## config.mk

```make
export PLATFORM = sky130hd
export DESIGN_NAME = orf_overload_range_flag
export DESIGN_NICKNAME = d
export VERILOG_FILES = /design/src/core/orf_pkg.sv /design/src/core/orf_overload_range_flag.sv /design/src/core/orf_sync3.sv
export VERILOG_INCLUDE_DIRS = /design/src /design/src/core
export SDC_FILE = /design/constraint.sdc
export NUM_CORES = 1
export LEC_CHECK = 0
export ABC_AREA = 1
export BUFFER_PORTS_ARGS = -buffer_cell sky130_fd_sc_hd__buf_2
export CAP_MARGIN = 10
export CELL_PAD_IN_SITES_DETAIL_PLACEMENT = 1
export CELL_PAD_IN_SITES_GLOBAL_PLACEMENT = 1
export CORE_MARGIN = 2
export CORE_UTILIZATION = 25
export DETAILED_ROUTE_END_ITERATION = 10
export PLACE_DENSITY_LB_ADDON = 0.12
export SLEW_MARGIN = 20
export SYNTH_ARGS = -nofsm -noshare
export SYNTH_HDL_FRONTEND = slang
export SYNTH_SLANG_ARGS = --single-unit
```

## constraint.sdc

```tcl
create_clock -name clock_i -period 2.5 [get_ports clock_i]
set_input_delay 0.5 -clock clock_i [delete_from_list [all_inputs] [get_ports clock_i]]
set_output_delay 0.5 -clock clock_i [all_outputs]
set_load 0.05 [all_outputs]
```

## src/core/orf_consts.svh

```systemverilog
// constants for the overload, range and flag logic
`ifndef ORF_CONSTS_SVH
`define ORF_CONSTS_SVH

`define ORF_WORD_W 24
`define ORF_CSUM_W 8
`define ORF_CSUM_FLAG_BIT 7
`define ORF_DIV_W 3
`define ORF_DIV_LAST 3'h7
`define ORF_DIV_MSB 2
`define ORF_RUN_W 5
`define ORF_RUN_MAX 5'h1F
`define ORF_SAT_RUN 5'h10
`define ORF_WIN_W 5
`define ORF_WIN_LAST 5'h1F
`define ORF_ONES_W 6
`define ORF_ONES_HI 6'h1D
`define ORF_ONES_LO 6'h03
`define ORF_REC_W 4
`define ORF_REC_LAST 4'hB
`define ORF_SET_W 2
`define ORF_SET_SINC1 2'h2
`define ORF_SET_SINC2 2'h3

`endif

```

## src/core/orf_pkg.sv

```systemverilog
// types for the overload, range and flag logic
package orf_pkg;
  typedef enum logic [2:0] {
    ORF_LINEAR,
    ORF_OVERDRIVE,
    ORF_SATURATED,
    ORF_RECOVER,
    ORF_SETTLING
  } orf_mode_e;
endpackage

```

## src/core/orf_overload_range_flag.sv

```systemverilog
// modulator bitstream hand-off, overload tracking and out-of-range flag
// Summary of operation
// - both second-order stage bitstreams are passed to the filter side each modulator cycle
// - first-stage ones density is about 90% at +FS and 10% at -FS
// - density between 90% and 100% keeps the bitstream running, no self reset
// - all ones or all zeros is held as a stable saturated state
// - after saturation the modulator returns to linear within 12 modulator cycles
// - after saturation exit settled data needs two more conversions, more in sinc2
// - after long non-saturating overdrive, data settles on the second reading, the third in sinc2
// - comparator fires beyond plus or minus 105 percent of full scale
// - latched flag goes out as word LSB or checksum bit 7
// - flag latch clears on data read or on new conversion start
// - modulator runs at one eighth of the master clock
// - single-stage averaging settles within two conversions after a step
`timescale 1ns/1ps
`default_nettype none
`include "orf_consts.svh"
module orf_overload_range_flag (
  input wire logic clock_i,
  input wire logic sys_rst_i,
  input wire logic stage1_bit_i,
  input wire logic stage2_bit_i,
  input wire logic range_cmp_i,
  input wire logic conv_start_i,
  input wire logic read_done_i,
  input wire logic conv_valid_i,
  input wire logic [`ORF_WORD_W-1:0] conv_word_i,
  input wire logic [`ORF_CSUM_W-1:0] checksum_i,
  input wire logic flag_in_checksum_i,
  input wire logic avg_double_i,
  output logic mod_clk_o,
  output logic bits_valid_o,
  output logic stage1_bit_o,
  output logic stage2_bit_o,
  output logic data_valid_o,
  output logic [`ORF_WORD_W-1:0] data_word_o,
  output logic [`ORF_CSUM_W-1:0] checksum_o,
  output logic out_of_range_o,
  output logic overdrive_o,
  output logic saturated_o,
  output logic recovering_o,
  output logic settled_o,
  output var orf_pkg::orf_mode_e mode_o
);
  import orf_pkg::*;

  logic stage1_s, stage2_s, range_s;

  orf_sync3 u_sync_stage1 (
    .clock_i(clock_i),
    .sys_rst_i(sys_rst_i),
    .async_i(stage1_bit_i),
    .sync_o(stage1_s)
  );

  orf_sync3 u_sync_stage2 (
    .clock_i(clock_i),
    .sys_rst_i(sys_rst_i),
    .async_i(stage2_bit_i),
    .sync_o(stage2_s)
  );

  // comparator level already means |vin| above 1.05 vref
  orf_sync3 u_sync_range (
    .clock_i(clock_i),
    .sys_rst_i(sys_rst_i),
    .async_i(range_cmp_i),
    .sync_o(range_s)
  );

  // ---------------- modulator clock divider and bit hand-off
  logic [`ORF_DIV_W-1:0] div_q, div_d;
  logic tick;
  logic bits_valid_q, bits_valid_d;
  logic stage1_q, stage1_d;
  logic stage2_q, stage2_d;

  assign tick = (div_q == `ORF_DIV_LAST);

  always_comb begin
    div_d = div_q + 1'b1;
    bits_valid_d = tick;
    stage1_d = stage1_q;
    stage2_d = stage2_q;
    if (tick) begin
      // one sample per modulator period, both stages together
      stage1_d = stage1_s;
      stage2_d = stage2_s;
    end
  end

  always_ff @(posedge clock_i) begin
    if (sys_rst_i) begin
      div_q <= '0;
      bits_valid_q <= 1'b0;
      stage1_q <= 1'b0;
      stage2_q <= 1'b0;
    end else begin
      div_q <= div_d;
      bits_valid_q <= bits_valid_d;
      stage1_q <= stage1_d;
      stage2_q <= stage2_d;
    end
  end

  // ---------------- density window and run length of the first stage
  logic [`ORF_RUN_W-1:0] run_q, run_d;
  logic [`ORF_WIN_W-1:0] win_q, win_d;
  logic [`ORF_ONES_W-1:0] ones_q, ones_d;
  logic over_q, over_d;
  logic block_end;
  logic [`ORF_ONES_W-1:0] ones_total;

  assign block_end = tick && (win_q == `ORF_WIN_LAST);
  assign ones_total = ones_q + {{(`ORF_ONES_W-1){1'b0}}, stage1_s};

  always_comb begin
    run_d = run_q;
    win_d = win_q;
    ones_d = ones_q;
    over_d = over_q;
    if (tick) begin
      // run length saturates so a long clamp never wraps back to linear
      if (stage1_s != stage1_q) begin
        run_d = {{(`ORF_RUN_W-1){1'b0}}, 1'b1};
      end else if (run_q != `ORF_RUN_MAX) begin
        run_d = run_q + 1'b1;
      end
      win_d = win_q + 1'b1;
      ones_d = ones_total;
      if (block_end) begin
        ones_d = '0;
        // beyond the +FS or -FS density counts as overdrive
        over_d = (ones_total >= `ORF_ONES_HI) || (ones_total <= `ORF_ONES_LO);
      end
    end
  end

  always_ff @(posedge clock_i) begin
    if (sys_rst_i) begin
      run_q <= '0;
      win_q <= '0;
      ones_q <= '0;
      over_q <= 1'b0;
    end else begin
      run_q <= run_d;
      win_q <= win_d;
      ones_q <= ones_d;
      over_q <= over_d;
    end
  end

  // ---------------- overload state machine
  orf_mode_e mode_q, mode_d;
  logic [`ORF_REC_W-1:0] rec_q, rec_d;
  logic [`ORF_SET_W-1:0] set_q, set_d;
  logic [`ORF_SET_W-1:0] set_target;
  logic sat_now;
  logic saturated_q, saturated_d;
  logic recovering_q, recovering_d;
  logic settled_q, settled_d;

  assign sat_now = tick && (run_d >= `ORF_SAT_RUN);
  assign set_target = avg_double_i ? `ORF_SET_SINC2 : `ORF_SET_SINC1;

  always_comb begin
    mode_d = mode_q;
    rec_d = rec_q;
    set_d = set_q;
    case (mode_q)
      ORF_LINEAR: begin
        if (sat_now) begin
          mode_d = ORF_SATURATED;
        end else if (block_end && over_d) begin
          mode_d = ORF_OVERDRIVE;
        end
      end
      ORF_OVERDRIVE: begin
        // bitstream keeps flowing, nothing is reset here
        if (sat_now) begin
          mode_d = ORF_SATURATED;
        end else if (block_end && !over_d) begin
          mode_d = ORF_SETTLING;
          set_d = '0;
        end
      end
      ORF_SATURATED: begin
        // held until the first stage toggles again
        if (tick && (stage1_s != stage1_q)) begin
          mode_d = ORF_RECOVER;
          rec_d = '0;
        end
      end
      ORF_RECOVER: begin
        if (sat_now) begin
          mode_d = ORF_SATURATED;
        end else if (tick) begin
          if (rec_q == `ORF_REC_LAST) begin
            mode_d = ORF_SETTLING;
            set_d = '0;
          end else begin
            rec_d = rec_q + 1'b1;
          end
        end
      end
      ORF_SETTLING: begin
        if (sat_now) begin
          mode_d = ORF_SATURATED;
        end else if (conv_valid_i) begin
          if (set_q + 1'b1 == set_target) begin
            mode_d = ORF_LINEAR;
          end else begin
            set_d = set_q + 1'b1;
          end
        end
      end
      default: begin
        mode_d = ORF_LINEAR;
      end
    endcase
    // status pins copy the next state so they change on the same edge as mode_o
    saturated_d = (mode_d == ORF_SATURATED);
    recovering_d = (mode_d == ORF_RECOVER);
    settled_d = (mode_d == ORF_LINEAR);
  end

  always_ff @(posedge clock_i) begin
    if (sys_rst_i) begin
      mode_q <= ORF_LINEAR;
      rec_q <= '0;
      set_q <= '0;
      saturated_q <= 1'b0;
      recovering_q <= 1'b0;
      settled_q <= 1'b1;
    end else begin
      mode_q <= mode_d;
      rec_q <= rec_d;
      set_q <= set_d;
      saturated_q <= saturated_d;
      recovering_q <= recovering_d;
      settled_q <= settled_d;
    end
  end

  // ---------------- out-of-range latch and result stamping
  logic flag_q, flag_d;
  logic data_valid_q, data_valid_d;
  logic [`ORF_WORD_W-1:0] word_q, word_d;
  logic [`ORF_CSUM_W-1:0] csum_q, csum_d;
  logic flag_now;

  // a trip in the same cycle as the stamp still reaches this result
  assign flag_now = flag_q | range_s;

  always_comb begin
    flag_d = flag_q;
    // set wins over clear so a trip in the clearing cycle is kept
    if (read_done_i || conv_start_i) begin
      flag_d = 1'b0;
    end
    if (range_s) begin
      flag_d = 1'b1;
    end
    data_valid_d = conv_valid_i;
    word_d = word_q;
    csum_d = csum_q;
    if (conv_valid_i) begin
      word_d = conv_word_i;
      csum_d = checksum_i;
      if (flag_in_checksum_i) begin
        csum_d[`ORF_CSUM_FLAG_BIT] = flag_now;
      end else begin
        // costs one bit of resolution in exchange for an inline flag
        word_d[0] = flag_now;
      end
    end
  end

  always_ff @(posedge clock_i) begin
    if (sys_rst_i) begin
      flag_q <= 1'b0;
      data_valid_q <= 1'b0;
      word_q <= '0;
      csum_q <= '0;
    end else begin
      flag_q <= flag_d;
      data_valid_q <= data_valid_d;
      word_q <= word_d;
      csum_q <= csum_d;
    end
  end

  assign mod_clk_o = div_q[`ORF_DIV_MSB];
  assign bits_valid_o = bits_valid_q;
  assign stage1_bit_o = stage1_q;
  assign stage2_bit_o = stage2_q;
  assign data_valid_o = data_valid_q;
  assign data_word_o = word_q;
  assign checksum_o = csum_q;
  assign out_of_range_o = flag_q;
  assign overdrive_o = over_q;
  assign saturated_o = saturated_q;
  assign recovering_o = recovering_q;
  assign settled_o = settled_q;
  assign mode_o = mode_q;
endmodule // orf_overload_range_flag
`default_nettype wire

```

## src/core/orf_sync3.sv

```systemverilog
// three-stage input synchroniser with agreement filter
`timescale 1ns/1ps
`default_nettype none
module orf_sync3 (
  input wire logic clock_i,
  input wire logic sys_rst_i,
  input wire logic async_i,
  output logic sync_o
);
  logic s1_q, s2_q, s3_q, out_q;
  logic out_d;

  always_comb begin
    // first stage is only read by the second
    out_d = (s2_q == s3_q) ? s3_q : out_q;
  end

  always_ff @(posedge clock_i) begin
    if (sys_rst_i) begin
      s1_q <= 1'b0;
      s2_q <= 1'b0;
      s3_q <= 1'b0;
      out_q <= 1'b0;
    end else begin
      s1_q <= async_i;
      s2_q <= s1_q;
      s3_q <= s2_q;
      out_q <= out_d;
    end
  end

  assign sync_o = out_q;
endmodule // orf_sync3
`default_nettype wire
```

* Word-level counts from Yosys, hierarchy flattened
Index checks and enable logic that the tools add are counted.
Operators by class: eq/ne operators 25, magnitude comparators 3, mux-type cells 37, add/subtract/negate cells 6, bitwise gates (word level) 1, reduce and logical (&&, ||, !) cells 15
Operators by type and width (number):
- $mux W3 | 11
- $ne A2 B2 Y1 const B | 10
- $mux W2 | 8
- $mux W4 | 4
- $mux W5 | 3
- $pmux W3 S5 | 1
- $eq A3 B2 Y1 const B | 4
- $add A5 B1 Y5 const B | 2
- $reduce_and A9 Y1 | 1
- $pmux W4 S2 | 1
- $mux W1 | 7
- $add A6 B1 Y6 | 1
- $eq A3 B3 Y1 const B | 2
- $ge A6 B5 Y1 const B | 1
- $le A6 B2 Y1 const B | 1
- $logic_not A3 Y1 | 2
- $mux W6 | 1
- $pmux W2 S3 | 1
- $eq A5 B5 Y1 const B | 1
- $ge A5 B5 Y1 const B | 1
- $logic_and A1 B1 Y1 | 5
- $ne A5 B5 Y1 const B | 1
- $reduce_and A5 Y1 | 1
- $add A4 B1 Y4 const B | 1
- 12 further kinds | 16
Storage, ports and cells: register bits 81, input bits 42, logic and storage cells 117

* Longest topological paths before layout
depth in word-level cells 11, gate-level depth with buffers 14, mapped depth without buffers 14

* Cells and area by module
From an unflattened synthesis, not the netlist that was laid out.
Unflattened totals: cell total of the unflattened synthesis 437, area, all modules 3324.4 um^2
Modules (own cells, without submodules):
- orf_overload_range_flag | cells each 398, area an instance 2960.3 um^2, instances 1
- orf_sync3 | cells each 13, area an instance 121.4 um^2, instances 3

* Worst setup path after synthesis
No wires, ideal clock.
path type register -> register, start point reg div_q[2], end point reg settled_q, in the netlist settled_o, library setup time 0.119 ns, cell stages (with the launch flop) 10, data arrival time 1.728 ns, path buffers 1, path slack 0.653 ns, path through dfxtp_1 ha_1 buf_4 nand2_1 nor3_1 nand2_1 a21oi_1 nand2_1 nand2_1 o21bai_1
Between the ends: cells in the longest elaborated chain, start to end 10, elaborated cells between the ends (all ways) 21
RTL lines:
- start, declared | RTL line orf_overload_range_flag.sv:72 | logic [`ORF_DIV_W-1:0] div_q, div_d;
- start signal, assigned | RTL line orf_overload_range_flag.sv:99 | div_q <= div_d;
- $eq A3 B3 Y1 (no line) (*)
- named net bits_valid_d | RTL line orf_overload_range_flag.sv:74 | logic bits_valid_q, bits_valid_d;
- parallel branches: the longest is 7 deep, another holds $ge A5 B5 Y1
- $pmux W3 S5 (*) | RTL line orf_overload_range_flag.sv:170 | case (mode_q)
- $logic_not A3 Y1 (*) | RTL line orf_overload_range_flag.sv:224 | settled_d = (mode_d == ORF_LINEAR);
- end signal, assigned | RTL line orf_overload_range_flag.sv:241 | settled_q <= settled_d;
- end, declared | RTL line orf_overload_range_flag.sv:161 | logic settled_q, settled_d;
Mark *: on every way through the listed nets, which the timed path passes. A chain may end at the register's enable or synchronous reset.

* Worst setup path in the final report
start point reg u_sync_stage1.out_q, in the netlist u_sync_stage1.sync_o, end point reg settled_q, in the netlist settled_o
Between the ends: cells in the longest elaborated chain, start to end 11, elaborated cells between the ends (all ways) 24
RTL lines:
- start, declared | RTL line orf_sync3.sv:10 | logic s1_q, s2_q, s3_q, out_q;
- start signal, assigned | RTL line orf_sync3.sv:28 | out_q <= out_d;
- $add A6 B1 Y6 | RTL line orf_overload_range_flag.sv:115 | assign ones_total = ones_q + {{(`ORF_ONES_W-1){1'b0}}, stage1_s};
- $ge A6 B5 Y1 (no line) or $le A6 B2 Y1 (tied branches)
- $logic_or A1 B1 Y1 | RTL line orf_overload_range_flag.sv:134 | over_d = (ones_total >= `ORF_ONES_HI) || (ones_total <= `ORF_ONES_LO);
- $mux W1 | RTL line orf_overload_range_flag.sv:131 | if (block_end) begin
- $mux W1 | RTL line orf_overload_range_flag.sv:122 | if (tick) begin
- $logic_not A1 Y1 | RTL line orf_overload_range_flag.sv:182 | end else if (block_end && !over_d) begin
- $logic_and A1 B1 Y1 | RTL line orf_overload_range_flag.sv:182
- $mux W3 | RTL line orf_overload_range_flag.sv:182
- $mux W3 | RTL line orf_overload_range_flag.sv:180 | if (sat_now) begin
- $pmux W3 S5 (*) | RTL line orf_overload_range_flag.sv:170
- $logic_not A3 Y1 (*) | RTL line orf_overload_range_flag.sv:224
Every way passes the cells marked *; elsewhere a longest branch is shown, timed or not.

==> impl_metrics.json <==
{
  "cts-buffers-inserted": 9,
  "crit_end": "settled_o",
  "design_area_um2": 4240,
  "grt_pass1_vias": 3278,
  "synth-edff-count": 0,
  "dr_total_vias": 3110,
  "synth-xor-area-share_pct": 1.54,
  "rsz0062_at_grt": "no",
  "path_class": "reg -> reg",
  "synth-compound-area-share_pct": 12.3,
  "r2r_setup_slack_ps": 370,
  "post-route-period-util_pct": 85.3,
  "ys_async_sr_fraction_pct": 0,
  "worstSetupEndpointType": "flop",
  "tritoncts": "built",
  "ys_top_cells_by_area": "dfxtp_1 49%, nor2_1 12%, nand2_1 7.2%",
  "dp_hpwl_um": 6440,
  "synth-seq-cells": 81,
  "synth_mux_area_share_pct": 0,
  "final_max_slew_viol_count": 0,
  "powerDensity_nw_per_um2": 685,
  "slew_headroom_pct": 69.7,
  "status": "finished clean",
  "grt_antenna_before_repair": 1,
  "die_h_um": 120,
  "area_delta_synth_final_pct": 27.0,
  "clkTransAtPathRegs_ps": 60,
  "routed_wl_um": 9030,
  "track_usage_pct": 13.7,
  "final_nets": 585,
  "hp-class": "in -> reg",
  "htree_levels": 3,
  "holdBufCountCts": 0,
  "synthFlopType": "dfxtp_1",
  "root_buffer": "clkbuf_16",
  "drc_errors": 0,
  "ant_nets": 0,
  "synthTopCellsByCount": "111 x nor2_1, 81 x dfxtp_1, 64 x nand2_1",
  "fp.dieW_um": 120,
  "post_synth.cell_area_avg_um2": 7.42,
  "drive_gt1_share_pct": 22.4,
  "syn_area_um2": 3340,
  "start_util_pct": 25.4,
  "vdd_ir_drop_max_mv": 0.304,
  "cts-resized-gates": 0,
  "synth_most_common_cell": "nor2_1",
  "synth_fp_nets": 500,
  "max_clock_freq_ghz": 0.469,
  "routedWlPerCell_um": 12.6,
  "port_buffers": 86,
  "synth-simple-area-share_pct": 27.6,
  "first_iter_violations": 105,
  "critPathRequiredTime_ps": 2730,
  "fin_setup_tns_ps": 0,
  "synth_top_cell_by_area": "dfxtp_1",
  "r2r_start": "u_sync_stage1.sync_o",
  "total_power_w": 0.00291,
  "row_count": 42,
  "crit_path_max_fanout": 6,
  "synth_cell_types": 30,
  "layout_min_cycle_time_ps": 2130,
  "grt_pass1_wl_um": 15500,
  "crit_start": "u_sync_stage1.sync_o",
  "grt_remaining_overflow": 0,
  "hold_viol": 0,
  "gp_congestion": 0.746,
  "reg2reg_to": "settled_o",
  "ys_warn_count": 0,
  "cts_setup_buffers": 0,
  "setup_viol": 0,
  "seq_area_frac_synth_pct": 48.5,
  "synth_top_area_share_pct": 48.5,
  "grt_max_degree": 36,
  "core_um2": 13100,
  "finalClockSkew_ps": 4.95,
  "avgViaCountPerCell": 4.34,
  "synth_top_family_by_area": "simple AND/OR/NAND/NOR gates",
  "syn_inst": 450,
  "cap_violations": 0,
  "clkLatencyLatePin_ps": 340,
  "synth-adder-area-share_pct": 3.00,
  "clkSinkCount": 81,
  "place_area_um2": 3960,
  "firstDrtPassIters": 4,
  "startpoint_type": "flop",
  "io_pins": 87,
  "tightest_slew_ps": 452,
  "reg2reg_depth": 13,
  "cts_buffer_depth": 2,
  "p_leak_nw": 1.99,
  "arrival_ps": 2360,
  "die_area_um2": 14300
}
-- report_power, final --
group | internal [W] | switching (W) | total [W]
logic | 0.0000806 | 0.000226 | 0.000307
clock network | 0.000727 | 0.000515 | 0.00124
registers | 0.00134 | 0.0000203 | 0.00136
total | 0.00215 | 0.000762 | 0.00291
-- routing by layer --
metal | vias up | share of wire (%) | global-route usage (%)
li1 | 1610 | - | -
met1 | 1429 | 48 | 17.0
met2 | 62 | 43 | 20.6
met3 | 9 | 6.6 | 5.66
met4 | 0 | 1.8 | 6.54
met5 | - | 0 | 0
-- flip-flops by register name (all words and copies together) (netlist names), 2 cells and up, named ones only --
signal / cells
checksum_o: 8
data_word_o: 24
div_q: 3
mode_o: 3
ones_q: 6
rec_q: 4
run_q: 2
set_q: 2
win_q: 5
-- worst min-delay path by stage --
| stage | start | endpoint | slack [ps] | depth (start not counted) |
|---|---|---|---|---|
| 3_5_place_dp | u_sync_stage2.s1_q | u_sync_stage2.s2_q | 400 | 2 |
| 3_3_place_gp | u_sync_range.s1_q | u_sync_range.s2_q | 390 | 2 |
| 4_1_cts | range_cmp_i | u_sync_range.s1_q | 350 | 3 |
| 2_1_floorplan | u_sync_range.s1_q | u_sync_range.s2_q | 390 | 2 |
| 6_report | range_cmp_i | u_sync_range.s1_q | 370 | 3 |
| 5_1_grt | range_cmp_i | u_sync_range.s1_q | 360 | 3 |
-- logic make-up after synthesis --
family,count (synthesis)
AND/OR/NAND/NOR,216
flip-flops,81
AO/OA/AOI/OAI,80
adder cells (fa/ha/maj),8
XOR/XNOR,5
buffers and inverters,60
-- worst max-delay path, stage by stage, from the launching register on --
cell and delay [ps]:
dfxtp_1 430, ha_1 300, ha_1 270, inv_1 60, nand2_1 90, nand2_1 80, nor2_1 90, nand3_1 120
nand3_1 100, nand2_1 60, a21oi_1 140, nand2_1 110, nand2_1 100, o21bai_1 70
-- per-stage QoR --
step | util [%] | hold slack [ps] | cells | setup slack (ps)
after global placement | 30.2 | 394 | 700 | 474
after floorplan | - | 388 | 450 | 653
after global routing | 32.3 | 357 | 716 | 113
final | 32.3 | 366 | 717 | 368
after CTS | 32.3 | 348 | 716 | 366
after detailed placement | 30.2 | 403 | 700 | 376
-- placed cells by master (no fill, tap or decap), types with 2 or more instances in the layout --
cell type and count:
a21oi_1 29, buf_2 86, buf_4 7, clkbuf_1 3
clkbuf_16 9, clkbuf_8 2, dfxtp_1 81, ha_1 8
inv_1 36, inv_2 4, nand2_1 64, nand3_1 15
nand4_1 8, nor2_1 111, nor2_2 2, nor2_4 3
nor3_1 8, o21ai_0 47, xor2_1 3
-- cell type report --
type | count | area [um2]
multi-input combinational | 309 | 1480
inverter | 41 | 154
timing repair buffer | 93 | 483
sequential | 81 | 1620
clock inverter | 2 | 12.5
clock buffer | 14 | 264
fill | 1682 | 8900
antenna | 1 | 2.50
tap | 176 | 220
Note: power is estimated with default switching activity, not from simulation.
